`src/adc_cfg.svh`:
```
// Constants for the converter configuration serial port.
`ifndef ADC_CFG_SVH
`define ADC_CFG_SVH
`define WORD_BITS 16
`define ADDR_BITS 5
`define DATA_BITS 11
`define CNT_LAST 4'hF
`define ADDR_PWR 5'h00
`define ADDR_TIMING 5'h04
`define ADDR_ORDER 5'h09
`define ADDR_FMT 5'h0A
`define ADDR_CUST_LO 5'h0B
`define ADDR_FINE_HI 5'h0C
`define ADDR_LVDS 5'h0E
`define ADDR_CMOS 5'h0F
`define BIT_OBUF_PDN 10
`define BIT_COARSE 9
`define BIT_LVDS 8
`define BIT_REF 5
`define BIT_SWRST 4
`define BIT_CLKOUT_PDN 2
`define BIT_STBY 0
`define BIT_DATA_POSN 10
`define BIT_CLK_EDGE 9
`define BIT_CLK_POSN 8
`define BIT_BYTEWISE 10
`define BIT_FMT 10
`define PAT_HI 7
`define PAT_LO 5
`define MASK_PWR 11'h735
`define MASK_TIMING 11'h700
`define MASK_ORDER 11'h400
`define MASK_FMT 11'h4E0
`define MASK_CUST_LO 11'h7F0
`define MASK_FINE_HI 11'h71F
`define MASK_LVDS 11'h3FF
`define MASK_CMOS 11'h0F0
`define REG_RESET 11'h000
`define LVL_LOW 2'h0
`define LVL_38 2'h1
`define LVL_58 2'h2
`define LVL_FULL 2'h3
`define PAT_RAMP 3'h4
`define PAT_CUSTOM 3'h5
`endif

```
`src/adc_pkg.sv`:
```
// Types shared by the configuration serial port.
package adc_pkg;
	typedef struct packed {
		logic [4:0] addr;
		logic [10:0] data;
	} cfg_word_t;
	typedef struct packed {
		logic obuf_pdn;
		logic coarse_gain;
		logic lvds_sel;
		logic ext_ref;
		logic clkout_pdn;
		logic stby;
		logic straight_bin;
		logic global_pdn;
	} mode_t;
	typedef struct packed {
		logic data_posn;
		logic clk_edge;
		logic clk_posn;
		logic bytewise;
		logic [2:0] pattern;
	} timing_t;
endpackage

```
`src/pin_sync.sv`:
```
// Two-stage synchroniser for one level from outside the clock domain.
`timescale 1ns/1ps
`default_nettype none
module pin_sync (
	input wire logic clk_in,
	input wire logic rstn_in,
	input wire logic ce_in,
	input wire logic d_in,
	output logic q_out
);
	logic meta;
	always_ff @(posedge clk_in or negedge rstn_in) begin
		if (!rstn_in) begin
			meta <= 1'b0;
			q_out <= 1'b0;
		end else if (ce_in) begin
			meta <= d_in;
			q_out <= meta;
		end
	end
endmodule // pin_sync
`default_nettype wire

```
`src/adc_config_serial_port.sv`:
```
// Serial and parallel configuration front end with the control register bank.
//
// Summary of operation
// - Reset pin low makes select, data and clock pins a serial register port.
// - Reset pin tied high turns those pins into level-coded parallel mode controls.
// - Parallel mode clock pin level picks reference source and coarse gain.
// - Parallel mode select pin level picks data format and output interface.
// - Parallel mode data and power-down pins together pick the power state.
// - Data shifts in only while select is low, sampled on clock falling edges.
// - Every 16th falling edge commits the word; several words per select period.
// - Bits past the last whole 16-bit word are discarded.
// - Each word is a 5-bit address then 11 data bits.
// - Port works from a few hertz up to 20 MHz with any duty cycle.
// - Software reset bit restores defaults and then clears itself.
// - One write updates every field of the addressed register at once.
// - Register 00 holds buffer, gain, interface, reference, reset, clock and standby bits.
// - Register 04 holds data position, capture edge and clock position controls.
// - Register 09 holds the bit-wise or byte-wise DDR ordering choice.
// - Register 0A holds data format and a three-bit test pattern selector.
// - Pattern codes 000 to 101 defined; 110 and 111 unused.
// - Ordering choice steers even/odd or low/high split of DDR output bits.
// - Clock position delays clock 400 ps; data position delays data half cycle.
`timescale 1ns/1ps
`default_nettype none
`include "adc_cfg.svh"
module adc_config_serial_port
	import adc_pkg::*;
(
	input wire logic clk_in,
	input wire logic rstn_in,
	input wire logic ce_in,
	input wire logic hw_reset_in,
	input wire logic serial_select_n_in,
	input wire logic serial_clock_in,
	input wire logic serial_data_in,
	input wire logic power_down_in,
	input wire logic [1:0] clock_pin_level_in,
	input wire logic [1:0] select_pin_level_in,
	output logic parallel_mode_out,
	output mode_t mode_out,
	output timing_t timing_out,
	output logic [6:0] custom_low_out,
	output logic [4:0] custom_high_out,
	output logic [2:0] fine_gain_out,
	output logic [9:0] lvds_drive_out,
	output logic [3:0] cmos_drive_out
);
	////////////////////////////////////////////////////////////////////////
	// Every pin is asynchronous to clk_in, so each passes two flip-flops first.
	logic rst_s, sel_n_s, sclk_s, sdat_s, pdn_s;
	pin_sync u_sync_rst (.clk_in(clk_in), .rstn_in(rstn_in), .ce_in(ce_in), .d_in(hw_reset_in), .q_out(rst_s));
	pin_sync u_sync_sel (.clk_in(clk_in), .rstn_in(rstn_in), .ce_in(ce_in), .d_in(serial_select_n_in),
		.q_out(sel_n_s));
	pin_sync u_sync_clk (.clk_in(clk_in), .rstn_in(rstn_in), .ce_in(ce_in), .d_in(serial_clock_in),
		.q_out(sclk_s));
	pin_sync u_sync_dat (.clk_in(clk_in), .rstn_in(rstn_in), .ce_in(ce_in), .d_in(serial_data_in),
		.q_out(sdat_s));
	pin_sync u_sync_pdn (.clk_in(clk_in), .rstn_in(rstn_in), .ce_in(ce_in), .d_in(power_down_in),
		.q_out(pdn_s));

	// The level inputs are slow straps; they are resynchronised as a bus and read every cycle with no stability check.
	logic [1:0] clk_lvl_m, clk_lvl, sel_lvl_m, sel_lvl;
	always_ff @(posedge clk_in or negedge rstn_in) begin
		if (!rstn_in) begin
			clk_lvl_m <= `LVL_LOW;
			clk_lvl <= `LVL_LOW;
			sel_lvl_m <= `LVL_LOW;
			sel_lvl <= `LVL_LOW;
		end else if (ce_in) begin
			clk_lvl_m <= clock_pin_level_in;
			clk_lvl <= clk_lvl_m;
			sel_lvl_m <= select_pin_level_in;
			sel_lvl <= sel_lvl_m;
		end
	end

	////////////////////////////////////////////////////////////////////////
	// Edge finding on the sampled serial clock; with 40 MHz sampling the port is good to about 20 MHz.
	logic sclk_d, rst_d;
	always_ff @(posedge clk_in or negedge rstn_in) begin
		if (!rstn_in) begin
			sclk_d <= 1'b0;
			rst_d <= 1'b0;
		end else if (ce_in) begin
			sclk_d <= sclk_s;
			rst_d <= rst_s;
		end
	end
	// A reset pin held high for a while is taken as parallel mode; a short pulse only resets the bank.
	logic [3:0] high_cnt;
	logic parallel;
	wire serial_mode = !parallel;
	wire fall = sclk_d && !sclk_s;
	wire shift_en = serial_mode && !rst_s && !sel_n_s && fall;
	wire rst_pulse_end = rst_d && !rst_s;

	always_ff @(posedge clk_in or negedge rstn_in) begin
		if (!rstn_in) begin
			high_cnt <= 4'h0;
			parallel <= 1'b0;
		end else if (ce_in) begin
			if (!rst_s)
				high_cnt <= 4'h0;
			else if (high_cnt != `CNT_LAST)
				high_cnt <= high_cnt + 4'h1;
			parallel <= rst_s && (high_cnt == `CNT_LAST);
		end
	end

	////////////////////////////////////////////////////////////////////////
	// Shift register and bit counter.
	logic [15:0] shreg;
	logic [3:0] bit_cnt;
	wire [15:0] next_shreg = {shreg[14:0], sdat_s};
	wire word_done = shift_en && (bit_cnt == `CNT_LAST);
	cfg_word_t word;
	assign word = next_shreg;

	always_ff @(posedge clk_in or negedge rstn_in) begin
		if (!rstn_in) begin
			shreg <= 16'h0000;
			bit_cnt <= 4'h0;
		end else if (ce_in) begin
			if (sel_n_s || !serial_mode)
				bit_cnt <= 4'h0;
			else if (shift_en) begin
				shreg <= next_shreg;
				bit_cnt <= bit_cnt + 4'h1;
			end
		end
	end

	////////////////////////////////////////////////////////////////////////
	// Register bank. Unused bits are masked so they always read as zero in the bank.
	logic [10:0] r_pwr, r_tim, r_ord, r_fmt, r_clo, r_fhi, r_lvds, r_cmos;
	wire wr = word_done;
	wire swrst = wr && (word.addr == `ADDR_PWR) && word.data[`BIT_SWRST];
	wire bank_clr = swrst || rst_pulse_end || rst_s && !parallel;
	always_ff @(posedge clk_in or negedge rstn_in) begin
		if (!rstn_in) begin
			r_pwr <= `REG_RESET;
			r_tim <= `REG_RESET;
			r_ord <= `REG_RESET;
			r_fmt <= `REG_RESET;
			r_clo <= `REG_RESET;
			r_fhi <= `REG_RESET;
			r_lvds <= `REG_RESET;
			r_cmos <= `REG_RESET;
		end else if (ce_in) begin
			if (bank_clr) begin
				// Software reset leaves its own bit clear, so it self-clears.
				r_pwr <= `REG_RESET;
				r_tim <= `REG_RESET;
				r_ord <= `REG_RESET;
				r_fmt <= `REG_RESET;
				r_clo <= `REG_RESET;
				r_fhi <= `REG_RESET;
				r_lvds <= `REG_RESET;
				r_cmos <= `REG_RESET;
			end else if (wr) begin
				unique case (word.addr)
					`ADDR_PWR: r_pwr <= word.data & `MASK_PWR;
					`ADDR_TIMING: r_tim <= word.data & `MASK_TIMING;
					`ADDR_ORDER: r_ord <= word.data & `MASK_ORDER;
					`ADDR_FMT: r_fmt <= word.data & `MASK_FMT;
					`ADDR_CUST_LO: r_clo <= word.data & `MASK_CUST_LO;
					`ADDR_FINE_HI: r_fhi <= word.data & `MASK_FINE_HI;
					`ADDR_LVDS: r_lvds <= word.data & `MASK_LVDS;
					`ADDR_CMOS: r_cmos <= word.data & `MASK_CMOS;
					default: ;
				endcase
			end
		end
	end

	////////////////////////////////////////////////////////////////////////
	// Parallel decode of the level-coded pins.
	wire p_coarse = (clk_lvl == `LVL_58) || (clk_lvl == `LVL_FULL);
	wire p_ext_ref = (clk_lvl == `LVL_38) || (clk_lvl == `LVL_58);
	wire p_lvds = (sel_lvl == `LVL_LOW) || (sel_lvl == `LVL_38);
	wire p_sbin = (sel_lvl == `LVL_38) || (sel_lvl == `LVL_58);
	wire p_stby = pdn_s && !sdat_s;
	wire p_obuf = sdat_s && !pdn_s;
	wire p_gpdn = sdat_s && pdn_s;

	// Patterns 110 and 111 are unused and fall back to converter data.
	wire [2:0] pat = r_fmt[`PAT_HI:`PAT_LO];
	wire [2:0] pat_ok = (pat > `PAT_CUSTOM) ? 3'h0 : pat;

	mode_t next_mode;
	timing_t next_timing;
	assign next_mode = parallel ?
		'{obuf_pdn: p_obuf, coarse_gain: p_coarse, lvds_sel: p_lvds, ext_ref: p_ext_ref,
		  clkout_pdn: 1'b0, stby: p_stby, straight_bin: p_sbin, global_pdn: p_gpdn} :
		'{obuf_pdn: r_pwr[`BIT_OBUF_PDN], coarse_gain: r_pwr[`BIT_COARSE], lvds_sel: r_pwr[`BIT_LVDS],
		  ext_ref: r_pwr[`BIT_REF], clkout_pdn: r_pwr[`BIT_CLKOUT_PDN], stby: r_pwr[`BIT_STBY],
		  straight_bin: r_fmt[`BIT_FMT], global_pdn: 1'b0};
	assign next_timing = '{data_posn: r_tim[`BIT_DATA_POSN], clk_edge: r_tim[`BIT_CLK_EDGE],
		clk_posn: r_tim[`BIT_CLK_POSN], bytewise: r_ord[`BIT_BYTEWISE], pattern: pat_ok};

	always_ff @(posedge clk_in or negedge rstn_in) begin
		if (!rstn_in) begin
			parallel_mode_out <= 1'b0;
			mode_out <= '0;
			timing_out <= '0;
			custom_low_out <= 7'h00;
			custom_high_out <= 5'h00;
			fine_gain_out <= 3'h0;
			lvds_drive_out <= 10'h000;
			cmos_drive_out <= 4'h0;
		end else if (ce_in) begin
			parallel_mode_out <= parallel;
			mode_out <= next_mode;
			timing_out <= next_timing;
			custom_low_out <= r_clo[10:4];
			custom_high_out <= r_fhi[4:0];
			fine_gain_out <= r_fhi[10:8];
			lvds_drive_out <= r_lvds[9:0];
			cmos_drive_out <= r_cmos[7:4];
		end
	end

	////////////////////////////////////////////////////////////////////////
	a_word_commit: assert property (@(posedge clk_in) disable iff (!rstn_in)
		ce_in && word_done && !bank_clr && word.addr == `ADDR_TIMING |=> r_tim == ($past(next_shreg[10:0]) & `MASK_TIMING))
		else $error("timing register not written");
	a_no_shift_sel: assert property (@(posedge clk_in) disable iff (!rstn_in)
		ce_in && sel_n_s |=> bit_cnt == 4'h0) else $error("counter not cleared");
	a_shift_fall: assert property (@(posedge clk_in) disable iff (!rstn_in)
		ce_in && $changed(shreg) |-> $past(fall) && !$past(sel_n_s)) else $error("shift without edge");
	a_swrst_clear: assert property (@(posedge clk_in) disable iff (!rstn_in)
		ce_in && swrst |=> r_pwr == `REG_RESET && r_fmt == `REG_RESET) else $error("soft reset failed");
	a_bit_zero: assert property (@(posedge clk_in) disable iff (!rstn_in)
		r_pwr[`BIT_SWRST] == 1'b0) else $error("reset bit stuck");
	a_par_gain: assert property (@(posedge clk_in) disable iff (!rstn_in)
		ce_in && parallel && clk_lvl == `LVL_FULL |=> mode_out.coarse_gain && !mode_out.ext_ref)
		else $error("parallel gain wrong");
	a_par_iface: assert property (@(posedge clk_in) disable iff (!rstn_in)
		ce_in && parallel && sel_lvl == `LVL_58 |=> !mode_out.lvds_sel && mode_out.straight_bin)
		else $error("parallel interface wrong");
	a_par_power: assert property (@(posedge clk_in) disable iff (!rstn_in)
		ce_in && parallel && sdat_s && pdn_s |=> mode_out.global_pdn && !mode_out.stby)
		else $error("parallel power wrong");
	a_pattern_ok: assert property (@(posedge clk_in) disable iff (!rstn_in)
		timing_out.pattern <= `PAT_CUSTOM) else $error("unused pattern out");
endmodule // adc_config_serial_port
`default_nettype wire

```
`config.mk`:
```
export PLATFORM = sky130hd
export DESIGN_NAME = adc_config_serial_port
export DESIGN_NICKNAME = d
export VERILOG_FILES = /design/src/adc_pkg.sv /design/src/pin_sync.sv /design/src/adc_config_serial_port.sv
export VERILOG_INCLUDE_DIRS = /design/src
export SDC_FILE = /design/constraint.sdc
export NUM_CORES = 1
export LEC_CHECK = 0
export BUFFER_PORTS_ARGS = -buffer_cell sky130_fd_sc_hd__buf_2
export CAP_MARGIN = 25
export CORE_MARGIN = 3
export CORE_UTILIZATION = 28
export CTS_CLUSTER_SIZE = 16
export DETAILED_ROUTE_END_ITERATION = 16
export GPL_ROUTABILITY_DRIVEN = 0
export SLEW_MARGIN = 10
export SYNTH_ARGS = -nofsm -noshare
export SYNTH_HDL_FRONTEND = slang
export SYNTH_SLANG_ARGS = --single-unit
```
`constraint.sdc`:
```
create_clock -name clk_in -period 5.1 [get_ports clk_in]
set_clock_uncertainty 0.2 [all_clocks]
set_input_delay 0 -clock clk_in [delete_from_list [all_inputs] [get_ports clk_in]]
set_output_delay 0 -clock clk_in [all_outputs]
set_load 0.02 [all_outputs]
```
==> run_results.csv <==
group,metric,value,unit
synthesis,yosys-top-cells-count,"132 x dfrtp_1, 67 x mux2_2, 43 x nand2_1",
run,cap_violations,0,
sta,hold_violations,0,
power,seqPwrFrac,43.9,%
placement,place_ws,2.44,ns
power,internal_power,1990,µW
synthesis,syn_nets,472,
critical_path,required,5.20,ns
sta,maxSlewViolCount,0,
synthesis,yosysMostFrequentCell,"dfrtp_1",
die,ios,57,
synthesis,avgSynthCellArea,12.3,µm²
synthesis,yosys.area.top_type,"dfrtp_1",
layout,n_antenna_cell,0,
worst_hold_path,holdPathStages,3,
routing,vias,3806,
sta,fmaxAchievable,378,MHz
synthesis,ys.warnings.count,0,
critical_path,r2r-end,"r_tim[9]",
critical_path,crit_path_end_kind,"flop",
synthesis,synth_top_area_share,59.4,%
placement,io_buffers,56,
grt,antenna_found_initial,0,
clock_tree,clock_latency,0.41,ns
synthesis,synth_enable_flop_cells,0,
grt,globalRoute.totalOverflow,0,
power,pwr-share-clk,48.4,%
routing,wl_per_cell,15.5,µm
layout,fill_cells,1878,
critical_path,crit_chain,"or4b_1 -> nor4_4 -> o221ai_1 -> a22o_1",
sta,rsz0062_at_grt,"no",
critical_path,crit_path_max_fanout,17,
worst_hold_path,whs_endpoint,"sel_lvl[1]",
critical_path,r2r-start,"parallel",
routing,drc_errors,0,
power,p_comb_share,7.7,%
routing,detail-route-antenna-nets,0,
critical_path,cpPeakStageDelay,0.74,ns
synthesis,netlist_instances,454,
routing,drtPass1Iterations,4,
layout,drive_above_1_share,30.5,%
clock_tree,clkSinkCount,132,
clock_tree,cts_made_buffers,17,
die,core,19100,µm²
critical_path,cp_top_family,"simple AND/OR/NAND/NOR gates",
critical_path,arrival,2.74,ns
synthesis,ys_types,42,
power,p_per_area,382,nW/µm²
critical_path,path_class,"flop to flop",
critical_path,reg2reg_depth,4,
clock_tree,root_buffer,"clkbuf_16",
layout,area_growth,22.8,%
die,die_h,147,µm
clock_tree,ctsLongestPathBuffers,2,
sta,timing.slew.headroom,33.2,%
sta,timing.setup.tns,0,ns
routing,avgViaCountPerCell,4.83,
sta,min_period,2.65,ns
critical_path,cp_num_buf_inv,0,
routing,wl,12200,µm
die,initial_core_util,29.2,%
placement,place_hpwl,8130,µm
grt,grt_pass1_wl,20400,µm
synthesis,synth.area.top_cells,"dfrtp_1 59%, mux2_2 14%, nand2_1 2.9%",
critical_path,slowest_stage,"or4b_1",
die,rows,50,
sta,fin_crit_sh,51.9,%
power,switching_power,619,µW
sta,tightest_slew,1.00,ns
grt,grt_usage,11.6,%
sta,setup_slack,2.45,ns
synthesis,synth_area,5560,µm²
synthesis,ys_seq_area_share,59.4,%
grt,grt_max_degree,90,
run_status,outcome,"finished, final reports clean",
worst_hold_path,hold_class,"input port to flop",
clock_tree,h-tree-depth,4,
layout,multi_input_comb_area,2100,µm²
layout,register_area,3300,µm²
sta,setup_viol,0,
layout,fin_nets,533,
critical_path,cp-start-kind,"flop",
power,irDropWorstVdd,0.000224,V
synthesis,ys_ff_latch,132,
synthesis,ys.flop_type,"dfrtp_1",
synthesis,async_reset_ff_share,100,%
die,fp.dieW,147,µm
die,dieArea,21600,µm²
power,p_leak,0.00319,µW
clock_tree,cts_tree,"yes",
routing,drtIter0Drc,224,
critical_path,r2r_slack,2.45,ns
worst_hold_path,min_from,"ce_in",
clock_tree,clk_pin_slew,0.06,ns
grt,first_global_vias,3855,
power,p_sw_share,23.7,%
==> worst register-to-register path, cell delays in order (launching register included) <==
cell	delay (ns)
dfrtp_1	0.56
or4b_1	0.75
nor4_4	0.46
o221ai_1	0.25
a22o_1	0.32
==> worst max-delay path by stage <==
stage	slack (ns)	from	depth (start not counted)	endpoint
after floorplan	2.89	parallel	5	r_tim[8]
after global placement	2.51	ce_in	4	r_fhi[10]
after detailed placement	2.44	ce_in	4	r_fhi[9]
after CTS	2.46	parallel	4	r_tim[8]
after global routing	2.23	parallel	4	r_clo[10]
final	2.45	parallel	4	r_tim[9]
==> placed cells by master (no fill, tap or decap), drive strengths merged, types with 2 or more instances in the layout <==
cell,instances
dfrtp,132
mux2,67
buf,58
nand2,43
clkbuf,22
o21ai,20
nor2,18
o2bb2ai,18
inv,17
a22o,13
a21oi,12
dlygate4sd3,11
nand4,10
nor3,9
ha,6
nand3b,5
o21a,5
nand3,5
and3,4
nand4b,4
mux2i,4
a32o,4
o32ai,3
nor3b,3
bufinv,3
or2,3
nor4,3
and2,2
or3,2
or3b,2
o22ai,2
a31oi,2
o221ai,2
nand2b,2
clkinvlp,2
clkinv,2
==> state kept, by name (all words and copies together), names as in the netlist, 2 cells and up <==
register	count
bit_cnt	4
clk_lvl	2
clk_lvl_m	2
cmos_drive_out	4
custom_high_out	5
custom_low_out	7
fine_gain_out	3
high_cnt	4
lvds_drive_out	10
mode_out	8
r_clo	7
r_cmos	4
r_fhi	8
r_fmt	4
r_lvds	10
r_pwr	6
r_tim	3
sel_lvl	2
sel_lvl_m	2
shreg	15
timing_out	7
==> kinds of logic (layout without fill, tap and decap cells) <==
kind of cell,after synthesis,count (layout),share of synthesized area [%]
buffers and inverters,41,115,2.81
AOI/OAI and AO/OA,84,84,10.8
muxes,71,71,14.3
DFF,132,132,59.4
and+or+nand+nor,119,119,11.2
adders and majority gates,6,6,1.35
xor gates and xnor gates,1,1,0.157
==> power groups by stage <==
| stage | Clock (µW) | Sequential [µW] | Combinational (µW) |
|---|---|---|---|
| after floorplan | 0 | 1160 | 128 |
| after global placement | 0 | 1160 | 191 |
| after detailed placement | 0 | 1170 | 195 |
| after CTS | 1290 | 1150 | 202 |
| after global routing | 1330 | 1160 | 227 |
| final | 1260 | 1150 | 201 |
==> area by class of cell <==
cell class | instances | area share, %
multi-input cells | 281 | 30.8
flip-flops and latches | 132 | 48.3
clock inverters | 10 | 2.12
well taps | 260 | 4.76
inverters | 14 | 0.769
clock buffers | 22 | 6.94
repair buffers | 69 | 6.30
==> stage by stage <==
step	instances	util, %	area (µm²)	hold WS, ns	total power (µW)
2_1_floorplan	454	-	5560	-0.496	1290
3_3_place_gp	744	31.9	6080	0.0138	1360
3_5_place_dp	744	31.9	6080	0.0322	1360
4_1_cts	786	35.6	6800	0.0678	2640
5_1_grt	788	35.8	6840	0.152	2710
6_report	788	35.8	6840	0.0412	2610
==> routing by layer <==
metal	global-route usage (%)	vias up	wire length, µm
met5	0	-	0
met4	4.05	0	173
met3	3.36	13	580
met2	19.1	87	6030
met1	14.7	1939	5400
li1	-	1767	-
==> timing repair <==
action | in CTS | in global routing
buffers inserted | 0 | 0
endpoints found under the hold margin | 87 | 33
endpoints found under the setup margin | 0 | 0
hold buffers | 10 | 1
resized for setup | 0 | 0
No activity file was read; power rests on OpenSTA's default activity.
